## src/hdl/mss_pkg.sv

```systemverilog
// constants and types for the media stream sender
package mss_pkg;
  localparam int CLK_PERIOD_NS  = 20;
  localparam int US_NS          = 1000;
  localparam int CYC_PER_US     = US_NS / CLK_PERIOD_NS;
  localparam int PTIME_LONG_NS  = 1000000;
  localparam int PTIME_SHORT_NS = 125000;
  localparam int PTIME_LONG_CYC  = PTIME_LONG_NS / CLK_PERIOD_NS;
  localparam int PTIME_SHORT_CYC = PTIME_SHORT_NS / CLK_PERIOD_NS;

  localparam logic [6:0]  PT_MIN = 7'h60;
  localparam logic [6:0]  PT_MAX = 7'h7f;
  localparam logic [31:0] MC_MIN = 32'he0000200;
  localparam logic [31:0] MC_MAX = 32'hefffffff;

  localparam logic [7:0] OFS_CTRL   = 8'h00;
  localparam logic [7:0] OFS_PT     = 8'h04;
  localparam logic [7:0] OFS_P1_DST = 8'h08;
  localparam logic [7:0] OFS_P1_UDP = 8'h0c;
  localparam logic [7:0] OFS_P2_DST = 8'h10;
  localparam logic [7:0] OFS_P2_UDP = 8'h14;
  localparam logic [7:0] OFS_TROFF  = 8'h18;
  localparam logic [7:0] OFS_NCH    = 8'h1c;
  localparam logic [7:0] OFS_CHORD  = 8'h20;
  localparam logic [7:0] OFS_CHS_LO = 8'h24;
  localparam logic [7:0] OFS_CHS_HI = 8'h28;
  localparam logic [7:0] OFS_STAT   = 8'h2c;
  localparam logic [7:0] OFS_UTIL   = 8'h30;
  localparam logic [7:0] OFS_SEQ    = 8'h34;

  localparam int CTRL_EN  = 0;
  localparam int CTRL_P1  = 1;
  localparam int CTRL_P2  = 2;
  localparam int CTRL_AUD = 3;
  localparam int CTRL_BPM = 4;
  localparam int CTRL_MAN = 5;
  localparam int CTRL_SHT = 6;
  localparam int CTRL_SRC = 8;
  localparam logic [10:0] CTRL_RST = 11'h000;

  localparam int ST_CFG_REF = 0;
  localparam int ST_AUTODIS = 1;
  localparam int ST_CHO_REF = 2;

  localparam logic [10:0] UDP_LIMIT  = 11'h5b4;
  localparam logic [10:0] RTP_HDR    = 11'h00c;
  localparam logic [10:0] SRD_HDR    = 11'h008;
  localparam logic [10:0] BPM_BLOCK  = 11'h0b4;
  localparam logic [10:0] BPM_BLOCKS = 11'h007;
  localparam logic [10:0] GPM_PAY    = UDP_LIMIT - RTP_HDR - SRD_HDR;
  localparam logic [10:0] BPM_PAY    = 11'(BPM_BLOCK * BPM_BLOCKS);

  localparam logic [5:0]  SPC_LONG   = 6'h30;
  localparam logic [5:0]  SPC_SHORT  = 6'h06;
  localparam logic [4:0]  NCH_MAX    = 5'h10;
  localparam logic [4:0]  NCH_RST    = 5'h02;
  localparam logic [1:0]  AUD_BYTES  = 2'h3;
  localparam logic [15:0] PORT_CAP   = 16'h2710;
  localparam logic [15:0] PORT_RSV   = 16'h0514;
  localparam logic [15:0] VID_BUDGET = PORT_CAP - PORT_RSV;

  localparam logic [1:0] CHO_ADD   = 2'h1;
  localparam logic [1:0] CHO_CLEAR = 2'h2;
  localparam logic [1:0] CHO_APPLY = 2'h3;

  typedef enum logic [1:0] {VS_IDLE, VS_WAIT, VS_SEND} mss_vid_st_t;
  typedef enum logic [2:0] {SYM_U, SYM_M, SYM_DM, SYM_ST, SYM_LT, SYM_51, SYM_71, SYM_SG}
    mss_sym_t;
endpackage

```

## src/hdl/mss_sender.sv

```systemverilog
// media stream sender: rtp/udp/ipv4 header builder, pacing and stream configuration
//
// The address-and-strobe port and the register offsets were left to the implementer.
`timescale 1ns/10ps
module mss_sender #(
  parameter int P_LONG_CYC  = mss_pkg::PTIME_LONG_CYC,
  parameter int P_SHORT_CYC = mss_pkg::PTIME_SHORT_CYC
) (
  input  wire logic        i_clk,
  input  wire logic        i_rst_n,
  input  wire logic [7:0]  i_addr,
  input  wire logic [31:0] i_wdata,
  input  wire logic        i_wr,
  input  wire logic        i_rd,
  output logic      [31:0] o_rdata,
  input  wire logic        i_frame_start,
  input  wire logic        i_vblank,
  input  wire logic        i_vid_pkt_rdy,
  input  wire logic [31:0] i_vid_ts,
  input  wire logic [15:0] i_troff_dflt,
  input  wire logic [15:0] i_src_bw,
  input  wire logic        i_fmt_chg,
  input  wire logic [5:0]  i_src_levelb,
  output logic             o_vid_pkt_take,
  output logic             o_tx1_valid,
  output logic             o_tx2_valid,
  output logic      [6:0]  o_pt,
  output logic      [15:0] o_seq,
  output logic      [31:0] o_ts,
  output logic      [10:0] o_pay_len,
  output logic      [5:0]  o_spc,
  output logic      [31:0] o_tx1_dst_ip,
  output logic      [15:0] o_tx1_src_port,
  output logic      [15:0] o_tx1_dst_port,
  output logic      [31:0] o_tx2_dst_ip,
  output logic      [15:0] o_tx2_src_port,
  output logic      [15:0] o_tx2_dst_port,
  output logic      [15:0] o_util_mbps
);

  function automatic logic [4:0] grp_ch(input logic [2:0] s);
    case (s)
      3'h1:    grp_ch = 5'h01;
      3'h2, 3'h3, 3'h4: grp_ch = 5'h02;
      3'h5:    grp_ch = 5'h06;
      3'h6:    grp_ch = 5'h08;
      3'h7:    grp_ch = 5'h04;
      default: grp_ch = 5'h00;
    endcase
  endfunction

  function automatic logic in_mc(input logic [31:0] ip);
    in_mc = (ip >= mss_pkg::MC_MIN) && (ip <= mss_pkg::MC_MAX);
  endfunction

  // codes 6 and 7 name no source, so they count as taken
  function automatic logic bad_src(input logic [2:0] s, input logic [5:0] lvb);
    logic [7:0] busy;
    busy    = {2'b11, lvb};
    bad_src = busy[s];
  endfunction

  // configuration registers
  logic [10:0] ctrl_q;
  logic [6:0]  pt_q;
  logic [31:0] p1_dst_q, p2_dst_q, p1_udp_q, p2_udp_q;
  logic [15:0] troff_q;
  logic [4:0]  nch_q;
  logic [2:0]  stat_q;
  logic [63:0] cho_q;
  logic [3:0]  cho_cnt_q;
  logic [4:0]  cho_used_q;
  logic [15:0] util_q;

  wire en   = ctrl_q[mss_pkg::CTRL_EN];
  wire p1en = ctrl_q[mss_pkg::CTRL_P1];
  wire p2en = ctrl_q[mss_pkg::CTRL_P2];
  wire aud  = ctrl_q[mss_pkg::CTRL_AUD];
  wire [2:0] src = ctrl_q[mss_pkg::CTRL_SRC +: 3];

  wire wr_ctrl  = i_wr && (i_addr == mss_pkg::OFS_CTRL);
  wire wr_pt    = i_wr && (i_addr == mss_pkg::OFS_PT);
  wire wr_p1d   = i_wr && (i_addr == mss_pkg::OFS_P1_DST);
  wire wr_p1u   = i_wr && (i_addr == mss_pkg::OFS_P1_UDP);
  wire wr_p2d   = i_wr && (i_addr == mss_pkg::OFS_P2_DST);
  wire wr_p2u   = i_wr && (i_addr == mss_pkg::OFS_P2_UDP);
  wire wr_troff = i_wr && (i_addr == mss_pkg::OFS_TROFF);
  wire wr_nch   = i_wr && (i_addr == mss_pkg::OFS_NCH);
  wire wr_cho   = i_wr && (i_addr == mss_pkg::OFS_CHORD);
  wire wr_stat  = i_wr && (i_addr == mss_pkg::OFS_STAT);

  // checks on written values; a refused write keeps the old value and flags it
  wire [6:0] w_pt  = i_wdata[6:0];
  wire pt_ok  = (i_wdata[31:7] == 25'h0) && (w_pt >= mss_pkg::PT_MIN);
  wire dst_ok = in_mc(i_wdata);
  wire [4:0] w_nch = i_wdata[4:0];
  wire nch_ok = (i_wdata[31:5] == 27'h0) && ((w_nch == 5'h01) || (w_nch == 5'h02) ||
                (w_nch == 5'h04) || (w_nch == 5'h06) || (w_nch == 5'h08) ||
                (w_nch == mss_pkg::NCH_MAX));
  wire w_vid_on = i_wdata[mss_pkg::CTRL_EN] && !i_wdata[mss_pkg::CTRL_AUD];
  wire ctl_ok = !(w_vid_on && (bad_src(i_wdata[mss_pkg::CTRL_SRC +: 3], i_src_levelb) ||
                (i_src_bw > mss_pkg::VID_BUDGET)));
  // a level b source grabbed while video is enabled (not in audio mode) also stops the stream
  wire lvb_now  = en && !aud && bad_src(src, i_src_levelb);
  wire over_sub = en && !aud && i_fmt_chg && (i_src_bw > mss_pkg::VID_BUDGET);
  wire auto_dis = lvb_now || over_sub;

  wire [10:0] ctrl_w = ctl_ok ? i_wdata[10:0] : ctrl_q;
  wire [10:0] ctrl_d = (wr_ctrl ? ctrl_w : ctrl_q) & ~{10'h000, auto_dis};

  // channel order string: eight slots of {symbol, channel count}
  wire [1:0] cho_cmd = i_wdata[1:0];
  wire [2:0] cho_sym = i_wdata[6:4];
  wire [4:0] remain  = nch_q - cho_used_q;
  wire [5:0] fit_sum = {1'b0, cho_used_q} + {1'b0, grp_ch(cho_sym)};
  wire cho_room  = cho_cnt_q < 4'h8;
  wire add_ok    = cho_room && (cho_sym != 3'h0) && (fit_sum <= {1'b0, nch_q});
  wire cho_bad   = wr_cho && (((cho_cmd == mss_pkg::CHO_ADD) && !add_ok) ||
                   ((cho_cmd == mss_pkg::CHO_APPLY) && (remain != 5'h0) && !cho_room));
  logic [63:0] cho_d;
  logic [3:0]  cho_cnt_d;
  logic [4:0]  cho_used_d;

  always_comb begin
    cho_d      = cho_q;
    cho_cnt_d  = cho_cnt_q;
    cho_used_d = cho_used_q;
    if (wr_nch && nch_ok) begin
      cho_d      = {56'h0, 3'h0, w_nch};
      cho_cnt_d  = 4'h1;
      cho_used_d = w_nch;
    end else if (wr_cho && (cho_cmd == mss_pkg::CHO_CLEAR)) begin
      cho_d      = 64'h0;
      cho_cnt_d  = 4'h0;
      cho_used_d = 5'h0;
    end else if (wr_cho && (cho_cmd == mss_pkg::CHO_ADD) && add_ok) begin
      cho_d[cho_cnt_q[2:0]*8 +: 8] = {cho_sym, grp_ch(cho_sym)};
      cho_cnt_d  = cho_cnt_q + 4'h1;
      cho_used_d = fit_sum[4:0];
    end else if (wr_cho && (cho_cmd == mss_pkg::CHO_APPLY) && (remain != 5'h0) &&
                 cho_room) begin
      cho_d[cho_cnt_q[2:0]*8 +: 8] = {3'h0, remain};
      cho_cnt_d  = cho_cnt_q + 4'h1;
      cho_used_d = nch_q;
    end
  end

  wire cfg_bad = (wr_pt && !pt_ok) || ((wr_p1d || wr_p2d) && !dst_ok) ||
                 (wr_nch && !nch_ok) || (wr_ctrl && !ctl_ok);
  // hardware set beats the software clear in the same cycle
  wire [2:0] stat_set = {cho_bad, auto_dis, cfg_bad};
  wire [2:0] stat_d   = (stat_q & ~(wr_stat ? i_wdata[2:0] : 3'h0)) | stat_set;

  always_ff @(posedge i_clk or negedge i_rst_n) begin
    if (!i_rst_n) begin
      ctrl_q     <= mss_pkg::CTRL_RST;
      pt_q       <= mss_pkg::PT_MIN;
      p1_dst_q   <= mss_pkg::MC_MIN;
      p2_dst_q   <= mss_pkg::MC_MIN;
      p1_udp_q   <= 32'h0;
      p2_udp_q   <= 32'h0;
      troff_q    <= 16'h0;
      nch_q      <= mss_pkg::NCH_RST;
      stat_q     <= 3'h0;
      cho_q      <= {56'h0, 3'h0, mss_pkg::NCH_RST};
      cho_cnt_q  <= 4'h1;
      cho_used_q <= mss_pkg::NCH_RST;
    end else begin
      ctrl_q     <= ctrl_d;
      pt_q       <= (wr_pt && pt_ok) ? w_pt : pt_q;
      p1_dst_q   <= (wr_p1d && dst_ok) ? i_wdata : p1_dst_q;
      p2_dst_q   <= (wr_p2d && dst_ok) ? i_wdata : p2_dst_q;
      p1_udp_q   <= wr_p1u ? i_wdata : p1_udp_q;
      p2_udp_q   <= wr_p2u ? i_wdata : p2_udp_q;
      troff_q    <= wr_troff ? i_wdata[15:0] : troff_q;
      nch_q      <= (wr_nch && nch_ok) ? w_nch : nch_q;
      stat_q     <= stat_d;
      cho_q      <= cho_d;
      cho_cnt_q  <= cho_cnt_d;
      cho_used_q <= cho_used_d;
    end
  end

  // pacing
  wire stream_on = en && (p1en || p2en);
  wire short_pt  = ctrl_q[mss_pkg::CTRL_SHT] || (nch_q == mss_pkg::NCH_MAX);
  wire [5:0] spc = short_pt ? mss_pkg::SPC_SHORT : mss_pkg::SPC_LONG;
  wire [15:0] aud_period = short_pt ? 16'(P_SHORT_CYC) : 16'(P_LONG_CYC);
  logic [15:0] aud_cnt_q;
  wire aud_tick = stream_on && aud && (aud_cnt_q >= aud_period - 16'h1);
  wire [15:0] aud_cnt_d = (!stream_on || !aud || aud_tick) ? 16'h0 : aud_cnt_q + 16'h1;

  wire [15:0] troff_us  = ctrl_q[mss_pkg::CTRL_MAN] ? troff_q : i_troff_dflt;
  wire [21:0] troff_cyc = 22'(troff_us * mss_pkg::CYC_PER_US);
  mss_pkg::mss_vid_st_t vs_q, vs_d;
  logic [21:0] vwait_q;
  wire vid_run = stream_on && !aud;
  // gapped schedule: blanking lines carry no packets
  assign o_vid_pkt_take = vid_run && (vs_q == mss_pkg::VS_SEND) && i_vid_pkt_rdy &&
                          !i_vblank;
  wire tx_go = o_vid_pkt_take || aud_tick;

  always_comb begin
    vs_d = vs_q;
    case (vs_q)
      mss_pkg::VS_IDLE: if (vid_run && i_frame_start) vs_d = mss_pkg::VS_WAIT;
      mss_pkg::VS_WAIT: if (vwait_q + 22'h1 >= troff_cyc) vs_d = mss_pkg::VS_SEND;
      mss_pkg::VS_SEND: if (i_frame_start) vs_d = mss_pkg::VS_WAIT;
      default:          vs_d = mss_pkg::VS_IDLE;
    endcase
    if (!vid_run) vs_d = mss_pkg::VS_IDLE;
  end
  wire [21:0] vwait_d = (vs_d == mss_pkg::VS_WAIT && vs_q == mss_pkg::VS_WAIT) ?
                        vwait_q + 22'h1 : 22'h0;

  // payload length per mode
  // widen first: 48 samples times 2 channels times 3 bytes overflows six bits
  wire [10:0] aud_len = 11'(spc) * 11'(nch_q) * 11'(mss_pkg::AUD_BYTES);
  wire [10:0] vid_len = ctrl_q[mss_pkg::CTRL_BPM] ? mss_pkg::BPM_PAY
                                                  : mss_pkg::GPM_PAY;
  wire [10:0] pay_len = aud ? aud_len : vid_len;
  logic [15:0] seq_q;
  logic [31:0] ts_q;
  wire [31:0] ts_d = aud ? ts_q + {26'h0, spc} : i_vid_ts;

  always_ff @(posedge i_clk or negedge i_rst_n) begin
    if (!i_rst_n) begin
      aud_cnt_q <= 16'h0;
      vs_q      <= mss_pkg::VS_IDLE;
      vwait_q   <= 22'h0;
      seq_q     <= 16'h0;
      ts_q      <= 32'h0;
      util_q    <= 16'h0;
    end else begin
      aud_cnt_q <= aud_cnt_d;
      vs_q      <= vs_d;
      vwait_q   <= vwait_d;
      seq_q     <= tx_go ? seq_q + 16'h1 : seq_q;
      ts_q      <= tx_go ? ts_d : ts_q;
      util_q    <= (en && !aud) ? i_src_bw : 16'h0;
    end
  end

  // header outputs: one shared rtp set feeds both port copies
  always_ff @(posedge i_clk or negedge i_rst_n) begin
    if (!i_rst_n) begin
      o_tx1_valid    <= 1'b0;
      o_tx2_valid    <= 1'b0;
      o_pt           <= mss_pkg::PT_MIN;
      o_seq          <= 16'h0;
      o_ts           <= 32'h0;
      o_pay_len      <= 11'h0;
      o_spc          <= 6'h0;
      o_tx1_dst_ip   <= 32'h0;
      o_tx1_src_port <= 16'h0;
      o_tx1_dst_port <= 16'h0;
      o_tx2_dst_ip   <= 32'h0;
      o_tx2_src_port <= 16'h0;
      o_tx2_dst_port <= 16'h0;
    end else begin
      o_tx1_valid <= tx_go && p1en;
      o_tx2_valid <= tx_go && p2en;
      if (tx_go) begin
        o_pt           <= pt_q;
        o_seq          <= seq_q;
        o_ts           <= ts_d;
        o_pay_len      <= pay_len;
        o_spc          <= aud ? spc : 6'h0;
        o_tx1_dst_ip   <= p1_dst_q;
        o_tx1_src_port <= p1_udp_q[31:16];
        o_tx1_dst_port <= p1_udp_q[15:0];
        o_tx2_dst_ip   <= p2_dst_q;
        o_tx2_src_port <= p2_udp_q[31:16];
        o_tx2_dst_port <= p2_udp_q[15:0];
      end
    end
  end
  assign o_util_mbps = util_q;

  // register read port, unmapped reads zero
  logic [31:0] rd_word;
  always_comb begin
    case (i_addr)
      mss_pkg::OFS_CTRL:   rd_word = {21'h0, ctrl_q};
      mss_pkg::OFS_PT:     rd_word = {25'h0, pt_q};
      mss_pkg::OFS_P1_DST: rd_word = p1_dst_q;
      mss_pkg::OFS_P1_UDP: rd_word = p1_udp_q;
      mss_pkg::OFS_P2_DST: rd_word = p2_dst_q;
      mss_pkg::OFS_P2_UDP: rd_word = p2_udp_q;
      mss_pkg::OFS_TROFF:  rd_word = {16'h0, troff_q};
      mss_pkg::OFS_NCH:    rd_word = {27'h0, nch_q};
      mss_pkg::OFS_CHORD:  rd_word = {11'h0, remain, 4'h0, cho_cnt_q, 3'h0, cho_used_q};
      mss_pkg::OFS_CHS_LO: rd_word = cho_q[31:0];
      mss_pkg::OFS_CHS_HI: rd_word = cho_q[63:32];
      mss_pkg::OFS_STAT:   rd_word = {14'h0, vs_q, 6'h0, short_pt, stream_on, 5'h0, stat_q};
      mss_pkg::OFS_UTIL:   rd_word = {10'h0, spc, util_q};
      mss_pkg::OFS_SEQ:    rd_word = {16'h0, seq_q};
      default:             rd_word = 32'h0;
    endcase
  end
  always_ff @(posedge i_clk or negedge i_rst_n) begin
    if (!i_rst_n) o_rdata <= 32'h0;
    else          o_rdata <= i_rd ? rd_word : 32'h0;
  end

  // checks
  property p_pt_hdr;
    @(posedge i_clk) disable iff (!i_rst_n)
      o_tx1_valid || o_tx2_valid |-> (o_pt >= mss_pkg::PT_MIN) && (o_pt <= mss_pkg::PT_MAX);
  endproperty
  a_pt_hdr: assert property (p_pt_hdr) else $error("payload type out of range");
  property p_dual;
    @(posedge i_clk) disable iff (!i_rst_n)
      tx_go && p1en && p2en |=> o_tx1_valid && o_tx2_valid;
  endproperty
  a_dual: assert property (p_dual) else $error("redundant copy missing");
  property p_dst;
    @(posedge i_clk) disable iff (!i_rst_n) in_mc(p1_dst_q) && in_mc(p2_dst_q);
  endproperty
  a_dst: assert property (p_dst) else $error("destination not multicast");
  property p_udp;
    @(posedge i_clk) disable iff (!i_rst_n)
      wr_p2u ##1 tx_go |=> o_tx2_src_port == $past(i_wdata[31:16], 2);
  endproperty
  a_udp: assert property (p_udp) else $error("udp port altered");
  property p_gate;
    @(posedge i_clk) disable iff (!i_rst_n) o_tx1_valid |-> $past(en && p1en);
  endproperty
  a_gate: assert property (p_gate) else $error("packet with port off");
  property p_util;
    @(posedge i_clk) disable iff (!i_rst_n) !en |=> o_util_mbps == 16'h0;
  endproperty
  a_util: assert property (p_util) else $error("disabled stream counted");
  property p_over;
    @(posedge i_clk) disable iff (!i_rst_n) over_sub |=> !en && stat_q[mss_pkg::ST_AUTODIS];
  endproperty
  a_over: assert property (p_over) else $error("over-subscription not disabled");
  property p_bpm;
    @(posedge i_clk) disable iff (!i_rst_n)
      o_tx1_valid && !$past(aud) && $past(ctrl_q[mss_pkg::CTRL_BPM]) |-> o_pay_len == 11'h4ec;
  endproperty
  a_bpm: assert property (p_bpm) else $error("block payload size wrong");
  property p_vblank;
    @(posedge i_clk) disable iff (!i_rst_n) !aud && i_vblank |=> !o_tx1_valid && !o_tx2_valid;
  endproperty
  a_vblank: assert property (p_vblank) else $error("packet in blanking");
  property p_sixteen;
    @(posedge i_clk) disable iff (!i_rst_n) nch_q == mss_pkg::NCH_MAX |-> spc == 6'h06;
  endproperty
  a_sixteen: assert property (p_sixteen) else $error("16 channels not short");
  c_dual: cover property (@(posedge i_clk) o_tx1_valid && o_tx2_valid);
  c_over: cover property (@(posedge i_clk) over_sub);
  c_apply: cover property (@(posedge i_clk)
    wr_cho && cho_cmd == mss_pkg::CHO_APPLY && remain != 5'h0);
  c_aud: cover property (@(posedge i_clk) aud_tick ##[1:300] aud_tick);
endmodule

```

## config.mk

```make
export PLATFORM = sky130hd
export DESIGN_NAME = mss_sender
export DESIGN_NICKNAME = d
export VERILOG_FILES = /design/src/hdl/mss_pkg.sv /design/src/hdl/mss_sender.sv
export SDC_FILE = /design/constraint.sdc
export NUM_CORES = 1
export LEC_CHECK = 0
export ABC_AREA = 1
export ABC_CLOCK_PERIOD_IN_PS = 6900
export CORE_UTILIZATION = 45
export DETAILED_ROUTE_END_ITERATION = 8
export DONT_BUFFER_PORTS = 1
export GPL_TIMING_DRIVEN = 0
export PLACE_DENSITY_LB_ADDON = 0.15
export SYNTH_ARGS = -nofsm -noshare
export SYNTH_HDL_FRONTEND = slang
export SYNTH_SLANG_ARGS = --single-unit
```

## constraint.sdc

```tcl
create_clock -name i_clk -period 6.9 [get_ports i_clk]
set_input_delay 1.38 -clock i_clk [delete_from_list [all_inputs] [get_ports i_clk]]
set_output_delay 1.38 -clock i_clk [all_outputs]
set_load 0.05 [all_outputs]
```

[Word level (Yosys, flattened, before mapping)]
Index checks and enable logic that the tools add are counted.
Operators by class
  add/sub/neg operators: 9
  multiply operators: 3
  divide/modulo/power cells: 0
  order comparisons: 10
  equal/unequal tests: 33
  shift-type cells: 3
  multiplexer cells: 42
  bitwise logic cells: 5
  reduce and logical (&&, ||, !) cells: 84
Operator list (count)
  32-bit case mux with 14 select lines: 1
  64-bit two-way mux: 4
  64-bit bitwise mux: 2
  8-bit by 34-bit indexed part select with 64-bit output: 2
  16-bit two-way mux: 4
  32-bit two-way mux: 2
  8-bit by 34-bit variable shift with 64-bit output (first input constant): 1
  1-bit logical AND: 50
  8-bit by 6-bit equality test with 1-bit output (second input constant): 6
  5-bit two-way mux: 7
  6-bit negation with 34-bit output: 1
  11-bit two-way mux: 3
  16-bit by 1-bit adder with 16-bit output (second input constant): 2
  32-bit by 6-bit adder with 32-bit output: 1
  8-bit by 5-bit equality test with 1-bit output (second input constant): 4
  32-bit greater-or-equal comparator (second input constant): 1
  32-bit <= comparator (second input constant): 1
  27-bit zero test: 1
  25-bit zero test: 1
  22-bit by 1-bit adder with 22-bit output (second input constant): 1
  22-bit greater-or-equal comparator: 1
  22-bit two-way mux: 1
  16-bit by 5-bit multiplier with 21-bit output (second input constant): 1
  4-bit case mux with 5 select lines: 1
  other kinds (45): 90
Word-level totals
  flip-flop bits (word level): 549
  latch bits: 0
  RAM bits: 0
  bits in read-only memories: 0
  bits of input ports: 118
  output and inout port bits: 251
  word-level logic and storage cells: 220
  memories kept: 0

[Longest topological paths before layout]
Gate-level depths: netlist (run 1).
  depth after elaboration: 15
  depth in mapped cells: 28
  depth with buffers taken out: 27

[Worst setup path before layout (run 1)]
OpenSTA, ideal clock, no wires.
  path kind: in2reg
  start: in i_troff_dflt[10]
  end: reg vwait_q[19]
  setup time: 0.132 ns
  arrival time: 5.225 ns
  data required time: 6.768 ns
  path slack: 1.543 ns
  stages: 24
  path buffers: 1
  path through: o21ai_0 -> inv_1 -> ha_1 -> ha_1 -> inv_1 -> fa_1 -> inv_1 -> ha_1 -> a21o_1 -> a21oi_1 -> nand3_1 -> a21oi_1 -> xor2_1 -> ha_1 -> nand2_1 -> nor2_1 -> nand2_1 -> nor2_1 -> nand2_1 -> nand4_1 -> nor2_1 -> nand2_1 -> clkbuf_1 -> nor2_1
Between the ends
  longest elaborated chain between the ends: 9
RTL lines
  start: declaration: RTL line mss_sender.sv:20  | input wire logic [15:0] i_troff_dflt,
  16-bit two-way mux: RTL line mss_sender.sv:193  | wire [15:0] troff_us = ctrl_q[mss_pkg::CTRL_MAN] ? troff_q : i_troff_dflt;
  16-bit by 5-bit multiplier with 21-bit output: RTL line mss_sender.sv:194  | wire [21:0] troff_cyc = 22'(troff_us * mss_pkg::CYC_PER_US);
  22-bit greater-or-equal comparator: RTL line mss_sender.sv:207  | mss_pkg::VS_WAIT: if (vwait_q + 22'h1 >= troff_cyc) vs_d = mss_pkg::VS_SEND;
  2-bit two-way mux: RTL line mss_sender.sv:207
  2-bit case mux with 3 select lines: RTL line mss_sender.sv:205  | case (vs_q)
  2-bit two-way mux: RTL line mss_sender.sv:211  | if (!vid_run) vs_d = mss_pkg::VS_IDLE;
  2-bit by 1-bit equality test with 1-bit output: RTL line mss_sender.sv:213  | wire [21:0] vwait_d = (vs_d == mss_pkg::VS_WAIT && vs_q == mss_pkg::VS_WAIT) ?
  1-bit logical AND: RTL line mss_sender.sv:213
  22-bit two-way mux: RTL line mss_sender.sv:213
  via vwait_d[19]: RTL line mss_sender.sv:213
  end signal: assignment: RTL line mss_sender.sv:237  | vwait_q <= vwait_d;
  end: declaration: RTL line mss_sender.sv:196  | logic [21:0] vwait_q;
The timed path passes the listed nets, and every way through them passes these cells.
A chain may end at the register's enable or synchronous reset.

[Worst setup path after layout (run 1)]
  start: reg nch_q[0]
  end: reg o_pay_len[10]
Between the ends
  longest elaborated chain between the ends: 7
  elaborated cells between the ends (all ways): 11
  classes of those cells: 1 x add/sub; 2 x mul; 1 x order compare; 1 x eq/ne; 3 x mux; 3 x reduce/logical
RTL lines
  start: declaration: RTL line mss_sender.sv:68  | logic [4:0] nch_q;
  start signal: assignment: RTL line mss_sender.sv:163  | nch_q <= mss_pkg::NCH_RST;
  start signal: assignment: RTL line mss_sender.sv:176  | nch_q <= (wr_nch && nch_ok) ? w_nch : nch_q;
  parallel branches: the longest is 7 deep, another holds 6-bit by 5-bit multiplier with 11-bit output
  end signal: assignment: RTL line mss_sender.sv:267  | o_pay_len <= pay_len;
  end: declaration: RTL line mss_sender.sv:30  | output logic [10:0] o_pay_len,
Several ways; the timed one is not identified.

==> metrics, run 1 <==
status=finished with violations; failing checks=capacitance limit, slew limit; number of buffers added on ports=0; Final Slew Violations=between 100 and 150; Die ar.=66300 um2; switching share of power=0.263; Setup violations, final=0; Yosys top cell by area=dfrtp_1; maximum vdd ir drop=around 0.00020 V; Final Hold Fails=0; Seq/Total Area, Yosys=0.464; Peak Freq=~160 MHz; DRC=0; WP depth=26; Final #Nets=4084; Rows=slightly above 90; initial antenna violation count=12; First-pass DRT Iterations=5; Net Switching=1.94 mW; startpoint types=flip-flop; Clock Skew=between 40 and 50 ps; Root Buffer=clkbuf_16; Avg WL per Cell=about 23 um; setup bufs post-CTS=0; WP buf/inv=6; Detailed Route Iter0 Violations=around 2700; WL final=~110000 um; CTS sink cnt=approximately 540; global-route wire length before repair=160000 um; reg2reg start=nch_q[0]; RSZ-0062 raised after global routing=no; core area=64500 um2; syn avg cell area=7.84 um2; synthesized flop and latch total=~540; number of synthesized flops with an enable pin=0; Worst slew margin=-0.0723; Pint=5.45 mW; Top delay family on crit path=simple AND/OR/NAND/NOR gates; Synth Cell Area=roughly 30000 um2; clock-pin slew on the worst setup and hold paths=~70 ps; Post-CTS Resized=0; clk_lat worst skew=660 ps; Reg power frac=0.444; die height=roughly 260 um; most frequent cells in the layout=nand2_1 (1296), dfrtp_1 (528), inv_1 (354); clock power share=0.457; Tot GR Track Use=0.322; arrival time worst endpoint=between 6000 and 7000 ps; critical path class=reg2reg; Ys Warns=0; ys async rst share=1.00; RePlAce Congestion=0.992; min Tclk post-route=6370 ps; cells after synthesis=about 3700; antenna viol nets, final=0; TritonCTS clock tree=done; layout-stage area growth over the synthesis result=10.9%; P per Cell Area=~230 nW/um2; Req. time, crit path=about 7500 ps; Clock H-tree levels=2; detailed-route via count=around 26000; Setup TNS Final=0 ps; Max Cap Violations=1; worst reg-to-reg path cell count=26; synth top area cells=dfrtp_1 (45%), nand2_1 (17%), ha_1 (5.8%), o21ai_0 (4.7%), inv_1 (4.5%); post-DP HPWL=around 83000 um; Slowest-stage cell, CP=clkinv_1; vias in the first global route=about 25000; TritonCTS Buffers=61; top-level I/O count=about 370; peak fanout along the critical path=18; GRT overflow=0; largest net degree at the start of global routing=roughly 550; ratio of cells with drive above 1 in the final layout=0.0650; Cell variety after synth=61; crit-path most repeated cell=inv_1; Clock Path Buffers=3; chip width=between 200 and 300 um; DR vias/cell=roughly 5.5; LEAKAGE=16.7 nW; Starting Density=0.456; Slew @ Worst Pin=approximately 1600 ps; commonest non-fill, non-tap cell in the layout=nand2_1; Worst Setup End Kind=flip-flop; Comb power frac=0.100; CTS Hold Bufs=0; max incr delay on CP=roughly 950 ps; top cell type's share of synthesized area=0.450; path category of the worst min-delay check=in2async; Design Power=around 7.4 mW; period utilization=0.924; CP startpoint=nch_q[0]; top_reg_cell synth=dfrtp_1
-- routing by layer --
layer | GRT usage | wire length (um) | up-vias
met5 | 0 | 59 | -
met4 | 0.139 | 4870 | 8
met3 | 0.0964 | 10600 | 220
met2 | 0.493 | 47400 | 1092
met1 | 0.422 | 44400 | 12500
li1 | - | - | 12200
-- area by class of cell --
cell class | instances | area [um2]
diodes | 9 | 22.5
well taps | 855 | 1070
inverters | 373 | 1400
plain buffers | 147 | 696
fillers | 6402 | 31900
clock inverters | 22 | 265
multi-input cells | 2685 | 13700
clock buffers | 93 | 1850
flip-flops and latches | 544 | 13600
-- metrics by stage --
stage / setup slack (ps) / std cells / area [um2] / hold WS (ps) / util
after floorplan: 1540 / 3749 / 29400 / 442 / -
after global placement: 650 / 4604 / 30500 / 456 / 0.472
after detailed placement: 606 / 4604 / 30500 / 461 / 0.472
after CTS: 597 / 4719 / 32600 / 403 / 0.505
after global routing: 131 / 4725 / 32600 / 419 / 0.505
final: 527 / 4728 / 32600 / 435 / 0.506
-- logic make-up (layout without fill, tap and decap cells) --
family | after synthesis | count (layout) | synth area share
simple gates | 1948 | 1948 | 0.276
flops | 544 | 544 | 0.464
buf+inv | 520 | 635 | 0.0714
compound gates | 500 | 500 | 0.0950
fa+ha+maj | 154 | 154 | 0.0699
xor+xnor | 77 | 77 | 0.0230
mux | 2 | 2 | 0.000767
other cells | 1 | 13 | 0.000128
-- power by group through the flow --
stage / clock [mW] / combinational [mW] / sequential (mW)
4_1_cts: 3.42 / 0.733 / 3.28
3_3_place_gp: 0 / 0.721 / 3.34
5_1_grt: 3.53 / 0.850 / 3.28
2_1_floorplan: 0 / 0.563 / 3.32
3_5_place_dp: 0 / 0.726 / 3.34
6_report: 3.38 / 0.736 / 3.28
-- synthesized netlist by cell type (all sizes together) (60+ instances only) --
cell type,count
nor2,314
ha,137
a21oi,94
nor3,65
nand2,1309
nand3,161
clkbuf,77
nand4,65
inv,369
xor2,60
dfrtp,528
o21ai,296
buf,70
-- path summary, 6_finish.rpt --
| check | slack [ps] | endpoint |
|---|---|---|
| worst min register to register | 460 | o_tx1_dst_ip[12] |
| max in group asynchronous | 5160 | o_seq[3] |
| worst min-delay path | 430 | o_tx2_src_port[11] |
| min in group i_clk | 460 | o_tx1_dst_ip[12] |
| worst max register to register | 530 | o_pay_len[10] |
| worst max-delay path | 530 | o_pay_len[10] |
-- flip-flops by register name, summed over array words and instances (netlist names), 10 cells and up --
| register | flops |
|---|---|
| cho_q | 64 |
| o_rdata | 32 |
| o_ts | 32 |
| o_tx1_dst_ip | 32 |
| o_tx2_dst_ip | 32 |
| p1_dst_q | 32 |
| p1_udp_q | 32 |
| p2_dst_q | 32 |
| p2_udp_q | 32 |
| vwait_q | 22 |
| aud_cnt_q | 16 |
| o_seq | 16 |
| o_tx1_dst_port | 16 |
| o_tx1_src_port | 16 |
| o_tx2_dst_port | 16 |
| o_tx2_src_port | 16 |
| o_util_mbps | 16 |
| seq_q | 16 |
| troff_q | 16 |
| ctrl_q | 11 |
| o_pay_len | 10 |
No activity file was read; power rests on OpenSTA's default activity.
==> inputs of run 2 (changes only) <==
--- a/config.mk
+++ b/config.mk
@@ -7,7 +7,7 @@
 export LEC_CHECK = 0
 export ABC_AREA = 1
 export ABC_CLOCK_PERIOD_IN_PS = 6900
-export CORE_UTILIZATION = 45
+export CORE_UTILIZATION = 40
 export DETAILED_ROUTE_END_ITERATION = 8
 export DONT_BUFFER_PORTS = 1
 export GPL_TIMING_DRIVEN = 0
==> run 2 against run 1 <==
Effect of this change: the flow finishes with violations (slew limit); cell count up 2.0%; die area up 12%; utilization fell by 5.1 points; fmax decreased by 0.41%; clock-buffer cell count is 7 lower; sequential share of layout area shrank 0.25 points; critical path type unchanged; largest power group unchanged.
==> metrics, run 2 (same netlist as run 1, synthesis figures left out) <==
status=finished with violations; failing checks=slew limit; Worst slew margin=-1.58 (-1.50); vias in the first global route=25000 (+0.31%); global-route wire length before repair=165000 um (+2.7%); largest net degree at the start of global routing=545 (unchanged); First-pass DRT Iterations=5 (unchanged); Clock Skew=54.7 ps (+9.36 ps); core area=72100 um2 (+12%); clock power share=0.466 (+0.009); Net Switching=1.98 mW (+1.9%); detailed-route via count=26200 (+0.73%); Worst Setup End Kind=flip-flop; min Tclk post-route=6400 ps (+26.4 ps); clock-pin slew on the worst setup and hold paths=60 ps (about the same); Max Cap Violations=0 (-1); maximum vdd ir drop=0.000204 V (+3.4%); setup bufs post-CTS=0 (unchanged); Setup TNS Final=0 ps (unchanged); Req. time, crit path=7460 ps (about the same); Comb power frac=0.098 (-0.002); Setup violations, final=0 (unchanged); switching share of power=0.263 (about the same); Slowest-stage cell, CP=clkinv_1; antenna viol nets, final=0 (unchanged); LEAKAGE=16.7 nW (+0.13%); GRT overflow=0 (unchanged); Top delay family on crit path=buffers and inverters; arrival time worst endpoint=6960 ps (+40 ps); Clock Path Buffers=3 (unchanged); initial antenna violation count=9 (-3); post-DP HPWL=85700 um (+3.8%); layout-stage area growth over the synthesis result=11.6%; max incr delay on CP=960 ps (about the same); Pint=5.56 mW (+2.0%); Hold WS=452 ps (+17.7 ps); Root Buffer=clkbuf_16; DR vias/cell=5.43 (-1.2%); path category of the worst min-delay check=in2async; period utilization=0.927 (+0.00383); Reg power frac=0.435 (-0.009); Final #Nets=4084 (unchanged); TritonCTS Buffers=61 (unchanged); Die ar.=74500 um2 (+12%); Tot GR Track Use=0.297 (-0.0249); WP depth=25 (-3.8%); P per Cell Area=230 nW/um2 (+1.3%); CTS Hold Bufs=0 (unchanged); CTS sink cnt=544 (unchanged); Detailed Route Iter0 Violations=2544 (-5.4%); Slew @ Worst Pin=3860 ps (+2250 ps); number of buffers added on ports=0 (unchanged); DRC=0 (unchanged); Final Hold Fails=0 (unchanged); WP buf/inv=8 (+2); RePlAce Congestion=0.973 (-1.9%); commonest non-fill, non-tap cell in the layout=nand2_1; chip width=273 um (+6.0%); WL final=111000 um (+3.8%); worst reg-to-reg path cell count=25 (-3.8%); Starting Density=0.407 (-0.0483); Clock H-tree levels=2 (unchanged); die height=273 um (+6.0%); peak fanout along the critical path=18 (unchanged); crit-path most repeated cell=inv_1; critical path class=reg2reg; number of flip-flops in the largest register=64 (unchanged); top-level I/O count=369 (unchanged); clk_lat worst skew=670 ps (about the same); Post-CTS Resized=0 (unchanged); TritonCTS clock tree=done; Rows=98 (+5.4%); Final Slew Violations=467 (+250%); Peak Freq=156 MHz (-0.41%); RSZ-0062 raised after global routing=no; ratio of cells with drive above 1 in the final layout=0.0653 (+0.000293); most frequent cells in the layout=nand2_1 (1296), dfrtp_1 (528), inv_1 (354); Top reg by flops=cho_q; Avg WL per Cell=23.1 um (+1.8%); startpoint types=flip-flop
## run 2: cell type report
type | count | area (um2)
fillers | 7341 | 39300
plain buffers | 147 | 696
well taps | 950 | 1190
diodes | 9 | 22.5
clock inverters | 27 | 405
clock buffers | 86 | 1780
multi-input cells | 2685 | 13700
flip-flops and latches | 544 | 13600
inverters | 373 | 1400
## run 2: per-layer routing
metal  vias to the layer above  wire length (um)  GRT usage
met3                       186              9890     0.0655
li1                      12200                 -          -
met1                     12700             46900      0.405
met5                         -                17          0
met4                         2              4040      0.106
met2                      1062             50500      0.465
## run 2: path summary, 6_finish.rpt
| check | startpoint | to | slack, ps |
|---|---|---|---|
| worst min-delay path | i_rst_n | vwait_q[21] | 450 |
| max in group asynchronous | i_rst_n | seq_q[1] | 3440 |
| worst max register to register | nch_q[0] | o_pay_len[10] | 500 |
| worst min register to register | cho_q[54] | cho_q[54] | 470 |
| min in group i_clk | cho_q[54] | cho_q[54] | 470 |
| worst max-delay path | nch_q[0] | o_pay_len[10] | 500 |
## run 2: power groups by stage
stage                     registers [mW]  logic, mW  clock network, mW
after detailed placement            3.34      0.736                  0
after global placement              3.34      0.726                  0
final                               3.28      0.742               3.52
after global routing                3.28      0.851               3.69
after floorplan                     3.32      0.563                  0
after CTS                           3.28      0.743               3.56
## run 2: stage by stage
| step | std cells | area (um2) | power [mW] | util | setup slack (ps) |
|---|---|---|---|---|---|
| after floorplan | 3749 | 29400 | 3.88 | - | 1540 |
| after global placement | 4699 | 30600 | 4.06 | 0.424 | 571 |
| after detailed placement | 4699 | 30600 | 4.07 | 0.424 | 509 |
| after CTS | 4812 | 32800 | 7.58 | 0.454 | 511 |
| after global routing | 4816 | 32800 | 7.83 | 0.454 | 7.39 |
| final | 4821 | 32800 | 7.54 | 0.455 | 501 |
